<file path="src/rtl/sbarb_pkg.sv">
// package of constants and types for the secondary bus arbiter
package sbarb_pkg;
  localparam int          SBARB_NREQ     = 9;
  localparam int          SBARB_NSLOT    = 10;
  localparam int          SBARB_PW       = 4;
  localparam logic [SBARB_PW-1:0] SBARB_PTR_RST  = 4'h0;
  localparam logic [SBARB_PW-1:0] SBARB_SLOT_LOW = 4'h9;
  localparam logic [SBARB_PW-1:0] SBARB_SLOT_OWN = 4'h9;
  localparam logic [8:0]  SBARB_IDLE_N   = 9'h1FF;
  localparam logic [8:0]  SBARB_GRP_RST  = 9'h000;
  typedef enum logic [1:0] {
    SBARB_ST_IDLE,
    SBARB_ST_GRANT,
    SBARB_ST_EXT
  } sbarb_state_type;
endpackage

</file>
<file path="src/rtl/sbarb_sel_if.sv">
// interface carrying one rotating selection between pick and arbiter
`timescale 1ns/1ps
`default_nettype none
interface sbarb_sel_if;
  logic [9:0] req;
  logic [3:0] ptr;
  logic       found;
  logic [3:0] win;
  modport user (output req, output ptr, input found, input win);
  modport pick (input req, input ptr, output found, output win);
endinterface
`default_nettype wire

</file>
<file path="src/rtl/sbarb_top.sv">
// secondary bus arbiter with internal/external arbitration mode
`timescale 1ns/1ps
`default_nettype none
// Function
// - nine active-low request inputs, 8 down to 0, each contend for the bus.
// - each request input is placed in the high or low rotating group by a group bit.
// - the next owner is chosen by two-level rotating priority, fair within each group.
// - at most one grant is asserted at a time and a master starts only on an idle bus.
// - strap low enables the internal arbiter; strap high disables it for an external one.
// - in external mode request 0 is the bridge grant, usable only with an idle bus.
// - in external mode grant 0 is the bridge request output.
// - in external mode with grant in, idle bus and no work, the bridge parks the bus.
module sbarb_top (
  input  wire logic       i_mclk,
  input  wire logic       i_arst_n,
  input  wire logic [8:0] i_req_n,
  input  wire logic       i_cfn_n,
  input  wire logic       i_bus_idle,
  input  wire logic [8:0] i_grp_high,
  input  wire logic       i_own_req,
  output logic      [8:0] o_gnt_n,
  output logic            o_own_gnt,
  output logic            o_own_start,
  output logic            o_park
);
  import sbarb_pkg::*;
  // ****************************************
  // input synchronisers
  // ****************************************
  logic [8:0] rq_s1, rq_s2, rq_s3;
  logic       cf_s1, cf_s2, cf_s3;
  logic [8:0] req_sync;
  logic       ext_mode;
  logic [8:0] next_req_sync;
  logic       next_ext_mode;
  always_comb begin
    next_req_sync = req_sync;
    next_ext_mode = ext_mode;
    // a change counts once the second and third stage agree, so a glitch on one edge is ignored
    for (int b = 0; b < SBARB_NREQ; b++) begin
      if (rq_s2[b] == rq_s3[b]) begin
        next_req_sync[b] = rq_s3[b];
      end
    end
    if (cf_s2 == cf_s3) begin
      next_ext_mode = cf_s3;
    end
  end
  always_ff @(posedge i_mclk or negedge i_arst_n) begin
    if (!i_arst_n) begin
      rq_s1    <= SBARB_IDLE_N;
      rq_s2    <= SBARB_IDLE_N;
      rq_s3    <= SBARB_IDLE_N;
      req_sync <= SBARB_IDLE_N;
      cf_s1    <= 1'b0;
      cf_s2    <= 1'b0;
      cf_s3    <= 1'b0;
      ext_mode <= 1'b0;
    end else begin
      rq_s1 <= i_req_n;
      rq_s2 <= rq_s1;
      rq_s3 <= rq_s2;
      cf_s1 <= i_cfn_n;
      cf_s2 <= cf_s1;
      cf_s3    <= cf_s2;
      req_sync <= next_req_sync;
      ext_mode <= next_ext_mode;
    end
  end
  // ****************************************
  // arbitration
  // ****************************************
  logic [9:0] req_act;
  logic [9:0] req_hi;
  logic [9:0] req_lo;
  logic [8:0] grp;
  logic [3:0] ptr_hi, ptr_lo, next_ptr_hi, next_ptr_lo;
  logic [3:0] owner, next_owner;
  sbarb_state_type state, next_state;
  logic [8:0] next_gnt_n;
  logic next_own_gnt, next_own_start, next_park;
  sbarb_sel_if sel_hi();
  sbarb_sel_if sel_lo();
  sbarb_pick u_pick_hi (.s(sel_hi.pick));
  sbarb_pick u_pick_lo (.s(sel_lo.pick));
  assign grp     = i_grp_high;
  assign req_act = {i_own_req, ~req_sync};
  always_comb begin
    req_lo = '0;
    req_hi = '0;
    for (int b = 0; b < SBARB_NREQ; b++) begin
      req_lo[b] = req_act[b] & ~grp[b];
      req_hi[b] = req_act[b] & grp[b];
    end
    req_lo[SBARB_SLOT_OWN] = 1'b0;
    // own request rides in the high group; the low group shares slot 9 with it
    req_hi[SBARB_SLOT_LOW] = req_act[SBARB_SLOT_OWN] | (|req_lo);
  end
  assign sel_hi.req = req_hi;
  assign sel_hi.ptr = ptr_hi;
  assign sel_lo.req = req_lo;
  assign sel_lo.ptr = ptr_lo;
  always_comb begin
    next_state     = state;
    next_owner     = owner;
    next_ptr_hi    = ptr_hi;
    next_ptr_lo    = ptr_lo;
    next_gnt_n     = SBARB_IDLE_N;
    next_own_gnt   = 1'b0;
    next_own_start = 1'b0;
    next_park      = 1'b0;
    case (state)
      SBARB_ST_IDLE, SBARB_ST_GRANT: begin
        if (ext_mode) begin
          next_state = SBARB_ST_EXT;
        end else if (sel_hi.found) begin
          next_state  = SBARB_ST_GRANT;
          next_ptr_hi = sel_hi.win;
          if (sel_hi.win == SBARB_SLOT_LOW && !i_own_req) begin
            next_owner  = sel_lo.win;
            next_ptr_lo = sel_lo.win;
          end else begin
            next_owner = sel_hi.win;
          end
        end else begin
          // nobody asks: park on the bridge itself
          next_state = SBARB_ST_IDLE;
          next_owner = SBARB_SLOT_OWN;
        end
        if (!ext_mode) begin
          for (int b = 0; b < SBARB_NREQ; b++) begin
            next_gnt_n[b] = !(next_owner == SBARB_PW'(b));
          end
          next_own_gnt   = (next_owner == SBARB_SLOT_OWN);
          next_own_start = next_own_gnt & i_own_req & i_bus_idle;
          next_park      = next_own_gnt & ~i_own_req & i_bus_idle;
        end
      end
      SBARB_ST_EXT: begin
        if (!ext_mode) begin
          next_state = SBARB_ST_IDLE;
        end
        next_gnt_n[0]  = ~i_own_req;
        next_own_gnt   = ~req_sync[0];
        next_own_start = ~req_sync[0] & i_bus_idle & i_own_req;
        next_park      = ~req_sync[0] & i_bus_idle & ~i_own_req;
      end
      default: next_state = SBARB_ST_IDLE;
    endcase
  end
  always_ff @(posedge i_mclk or negedge i_arst_n) begin
    if (!i_arst_n) begin
      state       <= SBARB_ST_IDLE;
      owner       <= SBARB_SLOT_OWN;
      ptr_hi      <= SBARB_PTR_RST;
      ptr_lo      <= SBARB_PTR_RST;
      o_gnt_n     <= SBARB_IDLE_N;
      o_own_gnt   <= 1'b0;
      o_own_start <= 1'b0;
      o_park      <= 1'b0;
    end else begin
      state       <= next_state;
      owner       <= next_owner;
      ptr_hi      <= next_ptr_hi;
      ptr_lo      <= next_ptr_lo;
      o_gnt_n     <= next_gnt_n;
      o_own_gnt   <= next_own_gnt;
      o_own_start <= next_own_start;
      o_park      <= next_park;
    end
  end
  // ****************************************
  // assertions
  // ****************************************
  property p_one_grant;
    @(posedge i_mclk) disable iff (!i_arst_n) $countones(~o_gnt_n) <= 1;
  endproperty
  a_one_grant: assert property (p_one_grant) else $error("more than one grant");
  property p_start_idle;
    @(posedge i_mclk) disable iff (!i_arst_n) o_own_start |-> $past(i_bus_idle);
  endproperty
  a_start_idle: assert property (p_start_idle) else $error("start on busy bus");
  property p_ext_req;
    @(posedge i_mclk) disable iff (!i_arst_n)
      (state == SBARB_ST_EXT && ext_mode) |=> (o_gnt_n[0] == !$past(i_own_req));
  endproperty
  a_ext_req: assert property (p_ext_req) else $error("ext request wrong");
  property p_ext_park;
    @(posedge i_mclk) disable iff (!i_arst_n)
      (state == SBARB_ST_EXT && !req_sync[0] && i_bus_idle && !i_own_req) |=> o_park;
  endproperty
  a_ext_park: assert property (p_ext_park) else $error("no park");
  property p_ext_start;
    @(posedge i_mclk) disable iff (!i_arst_n)
      (state == SBARB_ST_EXT && req_sync[0]) |=> !o_own_start;
  endproperty
  a_ext_start: assert property (p_ext_start) else $error("start without grant");
  property p_rotate;
    @(posedge i_mclk) disable iff (!i_arst_n)
      (!ext_mode && state != SBARB_ST_EXT && sel_hi.found) |=> ptr_hi == $past(sel_hi.win);
  endproperty
  a_rotate: assert property (p_rotate) else $error("pointer not advanced");
  property p_ext_gnt;
    @(posedge i_mclk) disable iff (!i_arst_n) (state == SBARB_ST_EXT) |=> o_gnt_n[8:1] == 8'hFF;
  endproperty
  a_ext_gnt: assert property (p_ext_gnt) else $error("grant in ext mode");
  property p_grant_req;
    @(posedge i_mclk) disable iff (!i_arst_n)
      (!ext_mode && state != SBARB_ST_EXT && sel_hi.found && sel_hi.win != SBARB_SLOT_LOW)
        |=> !o_gnt_n[$past(sel_hi.win)] || $past(sel_hi.win) == SBARB_SLOT_OWN;
  endproperty
  a_grant_req: assert property (p_grant_req) else $error("winner not granted");
  property p_low_slot;
    @(posedge i_mclk) disable iff (!i_arst_n)
      (|req_lo && !i_own_req) |-> req_hi[SBARB_SLOT_LOW];
  endproperty
  a_low_slot: assert property (p_low_slot) else $error("low slot missing");
  property p_park_int;
    @(posedge i_mclk) disable iff (!i_arst_n)
      (!ext_mode && state != SBARB_ST_EXT && !sel_hi.found && i_bus_idle) |=> o_park && o_own_gnt;
  endproperty
  a_park_int: assert property (p_park_int) else $error("idle bus not parked on bridge");
  property p_start_gnt;
    @(posedge i_mclk) disable iff (!i_arst_n) o_own_start |-> o_own_gnt;
  endproperty
  a_start_gnt: assert property (p_start_gnt) else $error("start without own grant");
endmodule
`default_nettype wire

</file>
<file path="src/rtl/sbarb_pick.sv">
// rotating picker: first request after the pointer, wrapping round
`timescale 1ns/1ps
`default_nettype none
module sbarb_pick (
  sbarb_sel_if.pick s
);
  import sbarb_pkg::*;
  always_comb begin
    int k;
    int idx;
    k       = 0;
    idx     = 0;
    s.found = 1'b0;
    s.win   = SBARB_PTR_RST;
    for (k = 1; k <= SBARB_NSLOT; k++) begin
      idx = (int'(s.ptr) + k) % SBARB_NSLOT;
      if (!s.found && s.req[idx]) begin
        s.found = 1'b1;
        s.win   = SBARB_PW'(idx);
      end
    end
  end
endmodule
`default_nettype wire

</file>
<file path="config.mk">
export PLATFORM = sky130hd
export DESIGN_NAME = sbarb_top
export DESIGN_NICKNAME = d
export VERILOG_FILES = /design/src/rtl/sbarb_pkg.sv /design/src/rtl/sbarb_sel_if.sv /design/src/rtl/sbarb_top.sv /design/src/rtl/sbarb_pick.sv
export SDC_FILE = /design/constraint.sdc
export NUM_CORES = 1
export LEC_CHECK = 0
export BUFFER_PORTS_ARGS = -buffer_cell sky130_fd_sc_hd__buf_2
export CORE_ASPECT_RATIO = 1.4
export CORE_MARGIN = 10
export CORE_UTILIZATION = 30
export CTS_CLUSTER_DIAMETER = 200
export CTS_CLUSTER_SIZE = 8
export DETAILED_ROUTE_END_ITERATION = 7
export PLACE_DENSITY = 0.54
export REMOVE_ABC_BUFFERS = 1
export SLEW_MARGIN = 10
export SYNTH_ARGS = -nofsm -noshare
export SYNTH_HDL_FRONTEND = slang
export SYNTH_SLANG_ARGS = --single-unit
</file>
<file path="constraint.sdc">
create_clock -name i_mclk -period 5.5 [get_ports i_mclk]
set_input_delay 1.1 -clock i_mclk [delete_from_list [all_inputs] [get_ports i_mclk]]
set_output_delay 1.1 -clock i_mclk [all_outputs]
set_load 0.02 [all_outputs]
</file>
==> Word-level counts from Yosys, hierarchy flattened <==
Index checks and enable logic that the tools add are counted.
{ "op_classes": {"n_addsub": 20, "shifts": 0, "n_lt_le_gt_ge": 20, "n_mux": 116, "n_eq_ne": 23, "n_reduce_logical": 53, "mul": 0, "bitwise_logic": 39, "n_div": 20} }
{ "ops": {"columns": ["cell", "n"], "rows": [
  ["$lt A32 B6 Y1 const B", 20],
  ["$mod A32 B5 Y32 const B", 20],
  ["$mux W4", 24],
  ["$bmux W1 S4", 20],
  ["$mux W1", 63],
  ["$add A4 B3 Y5 const B", 8],
  ["$add A4 B4 Y5 const B", 6],
  ["$logic_not A1 Y1", 28],
  ["$and A1 B1 Y1", 25],
  ["$add A4 B2 Y5 const B", 4],
  ["$logic_and A1 B1 Y1", 19],
  ["$eq A4 B3 Y1 const B", 4],
  ["$eq A4 B4 Y1 const B", 3],
  ["$not A1 Y1", 12],
  ["$add A4 B1 Y5 const B", 2],
  ["$eq A1 B1 Y1", 10],
  ["$mux W9", 1],
  ["$not A9 Y9", 1],
  ["$reduce_or A9 Y1", 1],
  ["$eq A4 B2 Y1 const B", 2],
  ["$mux W8", 1],
  ["$pmux W1 S2", 4],
  ["$eq A4 B1 Y1 const B", 1],
  ["$logic_not A4 Y1", 1],
  ["10 further kinds", 11]
]} }
{ "totals": {"n_memories": 0, "ramBits": 0, "output_inout_bits": 12, "word_cells": 315, "latch_bits": 0, "inputBits": 23, "ff_bits": 66, "romBits": 0} }

==> Longest topological paths before layout <==
Gate-level depths: netlist of run 1.
{ "depth": {"ltp_word": 46, "depth_mapped": 23, "ltp_nobuf": 20} }

==> Hierarchy <==
From an unflattened synthesis of run 1, not the netlist that was laid out.
{ "hier_totals": {"hier_cells": 1259, "area_unflattened_um2": 10288.6} }
{ "by_module_without_submodules": {"columns": ["module", "area_each_um2", "cells_each", "seq_area_each_um2", "n_inst"], "rows": [
  ["sbarb_pick (u_pick_hi)", 3962.6, 548, 0.0, 1],
  ["sbarb_pick (u_pick_lo)", 3930.0, 536, 0.0, 1],
  ["sbarb_top", 2396.0, 175, 1659.1, 1]
]} }

==> Worst setup path after synthesis of run 1 <==
OpenSTA, ideal clock, no wires.
{ "synth_timing": {"kind": "register to register", "start": "register ptr_lo[2]", "end": "register o_gnt_n[0]", "setup_slack_ps": -138, "synth_period_minus_slack_ps": 5638, "arrival_time_ps": 5561, "path_buffers": 5, "required_time_ps": 5423, "stages_incl_launch_ff": 23, "setup_time_ps": 77, "cell_sequence": "dfrtp_1 buf_2 buf_2 clkinv_1 ha_1 clkbuf_1 clkbuf_1 clkbuf_1 nand2_1 ha_1 nand2b_1 nor3_1 o21a_1 or4b_2 a221o_1 o31ai_1 or2_2 nand3b_1 a2bb2o_1 o22ai_1 a32oi_1 o21a_1 a31oi_1"} }
{ "synth_between": {"elab_chain_len": 41, "elab_cells_between_ends": 95, "cone_classes": "10 x add/sub; 10 x div; 55 x mux; 20 x reduce/logical"} }
{ "synth_lines": {"columns": ["item", "line_no", "rtl"], "rows": [
  ["start, declared", "sbarb_top.sv:77", "logic [3:0] ptr_hi, ptr_lo, next_ptr_hi, next_ptr_lo;"],
  ["start signal, assigned", "sbarb_top.sv:165", "ptr_lo <= next_ptr_lo;"],
  ["$add A4 B1 Y5", "sbarb_pick.sv:16", "idx = (int'(s.ptr) + k) % SBARB_NSLOT;"],
  ["$mod A32 B5 Y32", "sbarb_pick.sv:16", null],
  ["$bmux W1 S4", "sbarb_pick.sv:17", "if (!s.found && s.req[idx]) begin"],
  ["$mux W1 (implied by the code) (2 in a row)", "sbarb_pick.sv:17", null],
  ["$mux W1", "sbarb_pick.sv:17", null],
  ["$logic_not A1 Y1", "sbarb_pick.sv:17", null],
  ["$logic_and A1 B1 Y1", "sbarb_pick.sv:17", null],
  ["$mux W1", "sbarb_pick.sv:17", null],
  ["[25 not listed]", null, null],
  ["$mux W4 (*)", "sbarb_top.sv:116", "end else if (sel_hi.found) begin"],
  ["$mux W4 (*)", "sbarb_top.sv:114", "if (ext_mode) begin"],
  ["$mux W4 (*)", "sbarb_top.sv:112", "case (state)"],
  ["$logic_not A4 Y1 (*)", "sbarb_top.sv:132", "next_gnt_n[b] = !(next_owner == SBARB_PW'(b));"],
  ["$logic_not A1 Y1 (*)", "sbarb_top.sv:132", null],
  ["$mux W9 (*)", "sbarb_top.sv:130", "if (!ext_mode) begin"],
  ["$pmux W1 S2 (*)", "sbarb_top.sv:112", null],
  ["named net next_gnt_n[0]", "sbarb_top.sv:80", "logic [8:0] next_gnt_n;"],
  ["end signal, assigned", "sbarb_top.sv:166", "o_gnt_n <= next_gnt_n;"],
  ["end, declared", "sbarb_top.sv:21", "output logic [8:0] o_gnt_n,"]
]} }
The timed path passes the listed nets; every way through them passes the cells marked *. The select of a mux whose other input is x is not followed.
A chain may end at the register's enable or synchronous reset.

==> Worst setup path in the final report of run 1 <==
{ "layout_timing": {"start": "register ptr_hi[1]", "end": "register o_gnt_n[0]"} }
{ "layout_between": {"elab_chain_len": 43, "elab_cells_between_ends": 98, "cone_classes": "10 x add/sub; 10 x div; 1 x eq/ne; 56 x mux; 21 x reduce/logical"} }
{ "layout_lines": {"columns": ["item", "line_no", "rtl"], "rows": [
  ["start, declared", "sbarb_top.sv:77", null],
  ["start signal, assigned", "sbarb_top.sv:164", "ptr_hi <= next_ptr_hi;"],
  ["$add A4 B1 Y5", "sbarb_pick.sv:16", null],
  ["$mod A32 B5 Y32", "sbarb_pick.sv:16", null],
  ["$bmux W1 S4", "sbarb_pick.sv:17", null],
  ["$mux W1 (implied by the code) (2 in a row)", "sbarb_pick.sv:17", null],
  ["$mux W1", "sbarb_pick.sv:17", null],
  ["$logic_not A1 Y1", "sbarb_pick.sv:17", null],
  ["$logic_and A1 B1 Y1", "sbarb_pick.sv:17", null],
  ["$mux W1", "sbarb_pick.sv:17", null],
  ["[27 not listed]", null, null],
  ["$mux W4 (*)", "sbarb_top.sv:116", null],
  ["$mux W4 (*)", "sbarb_top.sv:114", null],
  ["$mux W4 (*)", "sbarb_top.sv:112", null],
  ["$logic_not A4 Y1 (*)", "sbarb_top.sv:132", null],
  ["$logic_not A1 Y1 (*)", "sbarb_top.sv:132", null],
  ["$mux W9 (*)", "sbarb_top.sv:130", null],
  ["$pmux W1 S2 (*)", "sbarb_top.sv:112", null],
  ["named net next_gnt_n[0]", "sbarb_top.sv:80", null]
]} }
Marked as above.

==> metrics.txt, run 1 <==
number of flops mapped to enable cells by yosys 0; Post-synth ARST share 100%; synthesized-area fraction occupied by and/or/nand/nor cells 25.3%; Ports 35; Chip Height 237 µm; Crit Path Category flop to flop; post-DR wirelength/cell 20.0 µm; die area 41600 µm²; area grow syn2layout 17.3%; largest net degree at the start of global routing 46; Worst-Skew Late Latency 0.33 ns; fin. max-slew vios 0; most frequent CP cell ha_1; Buf+Inv Stages, Crit Path 3; root buffer cell clkbuf_16; M1 GR Usage 18.4%; worst hold path type flop to flop; Core Box Area 33300 µm²; Critical Path Fanout Max 29; CTS tree built; Adder-Cell Fraction of Synth Area 10.8%; Diodes inserted 0; clk_skew 0.00599 ns; grt ovf 0; Synth top area share 11.9%; Yosys cell types 110; clock-pin slew on the worst setup and hold paths 0.06 ns; status finished, final reports clean; register area share after synthesis 16.4%; first-pass GRT wire length 58200 µm; final-stage net count 1496; Setup Viol. Count Final 0; antenna violations before repair 0; Finished Layout Cells 1852; worst-margin pin slew 0.814 ns; mux share of post-synthesis cell area 6.04%; Tmin final 5.27 ns; worst-path cell chain buf_12, ha_1, xnor2_4, nand2_1, ha_1, nor2b_2, o31ai_1, a221oi_2, mux2_2, mux2_4, a2111oi_4, buf_4, nand4b_4, o311a_1, o32ai_2, inv_2, o41a_1, nor4b_4, a31oi_1; Final Hold Vio Count 0; share of layout cells above drive strength 1 21.5%; post-synthesis xor/xnor area fraction 3.56%; Synth Warn # 0; GR Util met3 1.49%; placed cells 1829; Post-Place Setup Slack -0.0768 ns; total CTS buffers 9; DRT Pass-1 Iters 6; Die W 175 µm; initial DRC count 837; met2 usage 32.6%; slowest stage delay, CP 0.46 ns; Fmax 190 MHz; crit start category flop; grt peak-use layer met2; Area contributors post-synth dfstp_2, ha_1, a21oi_1; Bufs on Longest Clock Path 2; Tcrit/Tclk final 95.7%; H-tree levels 3; Yosys reg bits 64; Avg Vias per Cell 5.94; Slew HR 45.5%; CTS sink cnt 64; post-DP HPWL 29900 µm; fin worst setup slack 0.234 ns; Synth Instances 1310; largest family of logic cells by synthesized area compound AO/OA/AOI/OAI gates; final setup TNS 0 ns; CP required 5.75 ns; fin util 35.6%; Post-DRT Antenna Nets 0; synthesized area per cell 7.72 µm²; Setup crit end kind flop; gr usage total 17.0%; Critical Path Slowest Stage Cell o41a_1; Arr. time, crit path 5.51 ns; Post-Route WL 37000 µm; CP delay by family, top compound AO/OA/AOI/OAI gates; top_reg_cell synth dfstp_2; via count 11000; post-synthesis cell area 10100 µm²; initial core utilization 30.4%; Site Rows 79; post-synth top area cell dfstp_2; PortBufs 34; maxcap violations 0; # DRC 0; Synth Area in Compound Gates 32.7%; Routability Congestion 0.953; vias in the first global route 10700
[worst reg2reg max path: cells and delay by family (launching register included)]
kind | cells | cell delay [ns]
XOR/XNOR | 1 | 0.20
adder cells (fa/ha/maj) | 2 | 0.58
AND/OR/NAND/NOR | 4 | 0.80
buffers and inverters | 3 | 0.42
flip-flops | 1 | 0.43
AO/OA/AOI/OAI | 7 | 2.04
multiplexers | 2 | 0.69
[cell usage in the layout (no fill, tap or decap), types with 11 or more instances in the layout]
cell type and instances:
buf_4 113, nand2_1 98, nor2_1 98, a21oi_1 93, ha_1 65, o21ai_0 63
nor3_1 50, inv_1 49, dfstp_2 46, nand3_1 45, mux2i_1 37, buf_2 34
nand2b_1 33, xnor2_1 28, o211ai_1 25, a211oi_1 23, a31oi_1 22, o31ai_1 20
maj3_1 20, nor2b_1 19, dfrtp_1 17, and3_1 15, a21o_1 14, or2_2 12
a211o_1 12, and2_1 11, or4_1 11, o22ai_1 11
[metrics by stage]
step,hold WS [ns],instance area [µm²]
6_report,0.349,11900
4_1_cts,0.352,11600
5_1_grt,0.357,11900
2_1_floorplan,0.331,9800
3_3_place_gp,0.334,11300
3_5_place_dp,0.346,11300
[area by class of cell]
| type | instances | area (µm²) |
|---|---|---|
| Clock buffer | 9 | 225 |
| Clock inverter | 7 | 78.8 |
| Sequential cell | 64 | 1660 |
| Tap cell | 445 | 557 |
| Timing Repair Buffer | 148 | 1040 |
| Inverter | 57 | 218 |
| Fill cell | 3547 | 21400 |
| Multi-Input combinational cell | 1122 | 8090 |
[synthesized netlist by cell type (11+ instances only)]
master / n
a211o_1: 12
a211oi_1: 23
a21o_1: 14
a21oi_1: 96
a31oi_1: 22
and2_1: 11
and3_1: 15
buf_2: 25
clkbuf_1: 31
dfrtp_1: 18
dfstp_2: 46
ha_1: 71
inv_1: 49
maj3_1: 20
mux2i_1: 37
nand2_1: 98
nand2b_1: 33
nand3_1: 45
nor2_1: 98
nor2b_1: 20
nor3_1: 51
nor4_1: 12
o211ai_1: 25
o21ai_0: 63
o22ai_1: 12
o31ai_1: 21
or2_2: 13
or4_1: 11
xnor2_1: 28
[what timing repair did]
action / CTS / global route
endpoints found under the setup margin: 8 / 18
gates resized for setup: 1 / 33
hold buffers: 0 / 0
pin swaps: 0 / 5
buffers inserted: 0 / 7
[worst paths after layout]
kind                           start    endpoint  slack (ns)  depth (start not counted)
max                        ptr_hi[1]  o_gnt_n[0]        0.23                         19
min                            cf_s1       cf_s2        0.35                          0
max reg2reg                ptr_hi[1]  o_gnt_n[0]        0.23                         19
min reg2reg                    cf_s1       cf_s2        0.35                          0
max in group asynchronous   i_arst_n   ptr_lo[1]        3.89                          2
min in group asynchronous   i_arst_n       cf_s1        0.71                          1
[kinds of logic (layout without fill, tap and decap cells)]
logic type      Yosys count  count (layout)
simple gates            479             479
compound gates          462             462
buf+inv                 124             221
fa+ha+maj                91              91
flops                    64              64
mux                      53              53
xor+xnor                 37              37
[registers in the layout, indices dropped and copies added (netlist names)]
name         flops
req_sync         9
o_park           1
o_own_gnt        1
rq_s1            9
rq_s2            9
cf_s3            1
cf_s1            1
o_own_start      1
rq_s3            9
state            2
o_gnt_n          9
ptr_lo           4
ext_mode         1
ptr_hi           4
owner            2
cf_s2            1
[metal layers]
metal | part of all wire, % | up-vias | wire length [µm]
li1 | - | 5244 | -
met1 | 39 | 5330 | 14400
met2 | 53 | 329 | 19600
met3 | 3.3 | 96 | 1230
met4 | 4.8 | 0 | 1770
met5 | 0 | - | 0
Power of run 1 is left out: the tool's default activity adds up to more than one toggle a clock period on the data nets, which glitch-free logic cannot reach.
==> run 2, diff against run 1 <==
--- a/config.mk
+++ b/config.mk
@@ -13,8 +13,8 @@
 export CTS_CLUSTER_SIZE = 8
 export DETAILED_ROUTE_END_ITERATION = 7
 export PLACE_DENSITY = 0.54
+export RECOVER_POWER = 50
 export REMOVE_ABC_BUFFERS = 1
-export SLEW_MARGIN = 10
 export SYNTH_ARGS = -nofsm -noshare
 export SYNTH_HDL_FRONTEND = slang
 export SYNTH_SLANG_ARGS = --single-unit
==> metrics.txt, run 2 (synthesized netlist as in run 1, its figures left out) <==
most frequent cells in the layout buf_4, nand2_1, nor2_1, a21oi_1, ha_1 (unchanged); Post-Layout Inst Area 11900 µm² (about the same); via count 11000 (about the same); Site Rows 79 (unchanged); Chip Height 237 µm (unchanged); Arr. time, crit path 5.51 ns (about the same); slowest stage delay, CP 0.45 ns (was 0.46 ns); CP delay by family, top compound AO/OA/AOI/OAI gates (unchanged); hold buffers post-CTS 0 (unchanged); Worst-Skew Late Latency 0.33 ns (about the same); root buffer cell clkbuf_16 (unchanged); gr usage total 17.0% (unchanged); hold path start cf_s1 (unchanged); worst-margin pin slew 2.20 ns (was 0.814 ns); Crit Path Category flop to flop (unchanged); hold slack 0.349 ns (about the same); worst-path cell chain buf_12, ha_1, xnor2_4, nand2_1, ha_1, nor2b_2, o31ai_1, a221oi_2, mux2_2, mux2_4, a2111oi_4, buf_4, nand4b_4, o311a_1, o32ai_2, inv_2, o41a_1, nor4b_4, a31oi_1 (unchanged); clock-pin slew on the worst setup and hold paths 0.06 ns (about the same); CTS sink cnt 64 (unchanged); Tcrit/Tclk final 95.7% (about the same); commonest non-fill, non-tap cell in the layout buf_4 (unchanged); CP required 5.74 ns (was 5.75 ns); share of layout cells above drive strength 1 20.2% (was 21.5%); final-stage net count 1496 (unchanged); Bufs on Longest Clock Path 2 (unchanged); largest net degree at the start of global routing 46 (unchanged); fin. max-slew vios 46 (was 0); Diodes inserted 0 (unchanged); Avg Vias per Cell 5.92 (was 5.94); antenna violations before repair 0 (unchanged); Post-Route WL 37100 µm (was 37000 µm); Core Box Area 33300 µm² (unchanged); area grow syn2layout 17.3% (about the same); worst r2r src ptr_hi[1] (unchanged); Setup Viol. Count Final 0 (unchanged); Setup crit end kind flop (unchanged); area of the multi-input gates 8090 µm² (unchanged); Final Hold Vio Count 0 (unchanged); grt ovf 0 (unchanged); placed cells 1829 (unchanged); Finished Layout Cells 1852 (unchanged); Buf+Inv Stages, Crit Path 3 (unchanged); Critical Path Fanout Max 29 (unchanged); failing checks capacitance limit, slew limit; initial core utilization 30.4% (unchanged); Die W 175 µm (unchanged); # DRC 0 (unchanged); most frequent CP cell ha_1 (unchanged); Tmin final 5.27 ns (about the same); post-DR wirelength/cell 20.0 µm (about the same); Slew HR -46.4% (was 45.5%); H-tree levels 3 (unchanged); post-DP HPWL 29900 µm (unchanged); vias in the first global route 10700 (unchanged); DRT Pass-1 Iters 5 (was 6); total CTS buffers 9 (unchanged); die area 41600 µm² (unchanged); Register Area 1660 µm² (unchanged); maxcap violations 1 (was 0); Critical Path Slowest Stage Cell o41a_1 (unchanged); initial DRC count 869 (was 837); crit start category flop (unchanged); worst hold path type flop to flop (unchanged); placed instance area 11300 µm² (unchanged); clk_skew 0.00574 ns (was 0.00599 ns); PortBufs 34 (unchanged); CTS tree built (unchanged); Post-DRT Antenna Nets 0 (unchanged); Fmax 190 MHz (about the same); first-pass GRT wire length 58200 µm (unchanged); Routability Congestion 0.953 (unchanged); Critical Path Source ptr_hi[1] (unchanged); Ports 35 (unchanged); Filler Cell Count 3549 (was 3547); status finished with violations (was finished, final reports clean)
## run 2: cell count changes in the layout (fill, tap and decap cells not counted)
| cell | before | now |
|---|---|---|
| dfstp_1 | 0 | 17 |
| dfstp_2 | 46 | 29 |
| clkbuf_1 | 0 | 2 |
| buf_2 | 34 | 33 |
| buf_4 | 113 | 112 |
## run 2: through the flow
step	utilization (%)	setup TNS (ns)	setup slack [ns]
after global placement	34.0	-0.699	-0.152
final	35.6	0	0.234
after floorplan	-	-3.79	-0.408
after detailed placement	34.0	-0.146	-0.0768
after CTS	35.0	0	0.00880
after global routing	35.6	-0.158	-0.0454
## run 2: path summary, 6_finish.rpt
| path | end | slack [ns] | depth (start not counted) |
|---|---|---|---|
| setup / recovery | o_gnt_n[0] | 0.23 | 19 |
| hold / removal | cf_s2 | 0.35 | 0 |
| setup reg to reg | o_gnt_n[0] | 0.23 | 19 |
| hold reg to reg | cf_s2 | 0.35 | 0 |
| max in group asynchronous | ptr_lo[1] | 1.80 | 2 |
| min in group asynchronous | cf_s1 | 0.94 | 1 |
## run 2: repair_timing
action                                  in CTS  in global routing
setup buffers                                0                  7
endpoints found under the setup margin       8                 18
resized for setup                            1                 33
pin swaps                                    0                  5
## run 2: worst register-to-register path, stage by stage, from the launching register on
cell and delay, ns:
dfrtp_1 0.43, buf_12 0.19, ha_1 0.28, xnor2_4 0.20, nand2_1 0.10, ha_1 0.30
nor2b_2 0.17, o31ai_1 0.11, a221oi_2 0.41, mux2_2 0.40, mux2_4 0.29, a2111oi_4 0.37
buf_4 0.19, nand4b_4 0.14, o311a_1 0.39, o32ai_2 0.17, inv_2 0.04, o41a_1 0.46
nor4b_4 0.39, a31oi_1 0.13
## run 2: layer usage
layer	GRT usage, %	vias to the layer above	part of all wire (%)
li1	-	5238	-
met1	18.4	5306	39
met2	32.6	315	53
met3	1.49	98	3.5
met4	7.75	0	4.8
met5	0	-	0
## run 2: final cells by class
type	instances	share of cell area [%]
sequential	64	14.0
tap	445	4.69
timing repair buffer	148	8.71
multi-input combinational	1122	68.2
inverter	57	1.84
clock buffer	9	1.90
clock inverter	7	0.664
Power of run 2 is left out for the same reason.
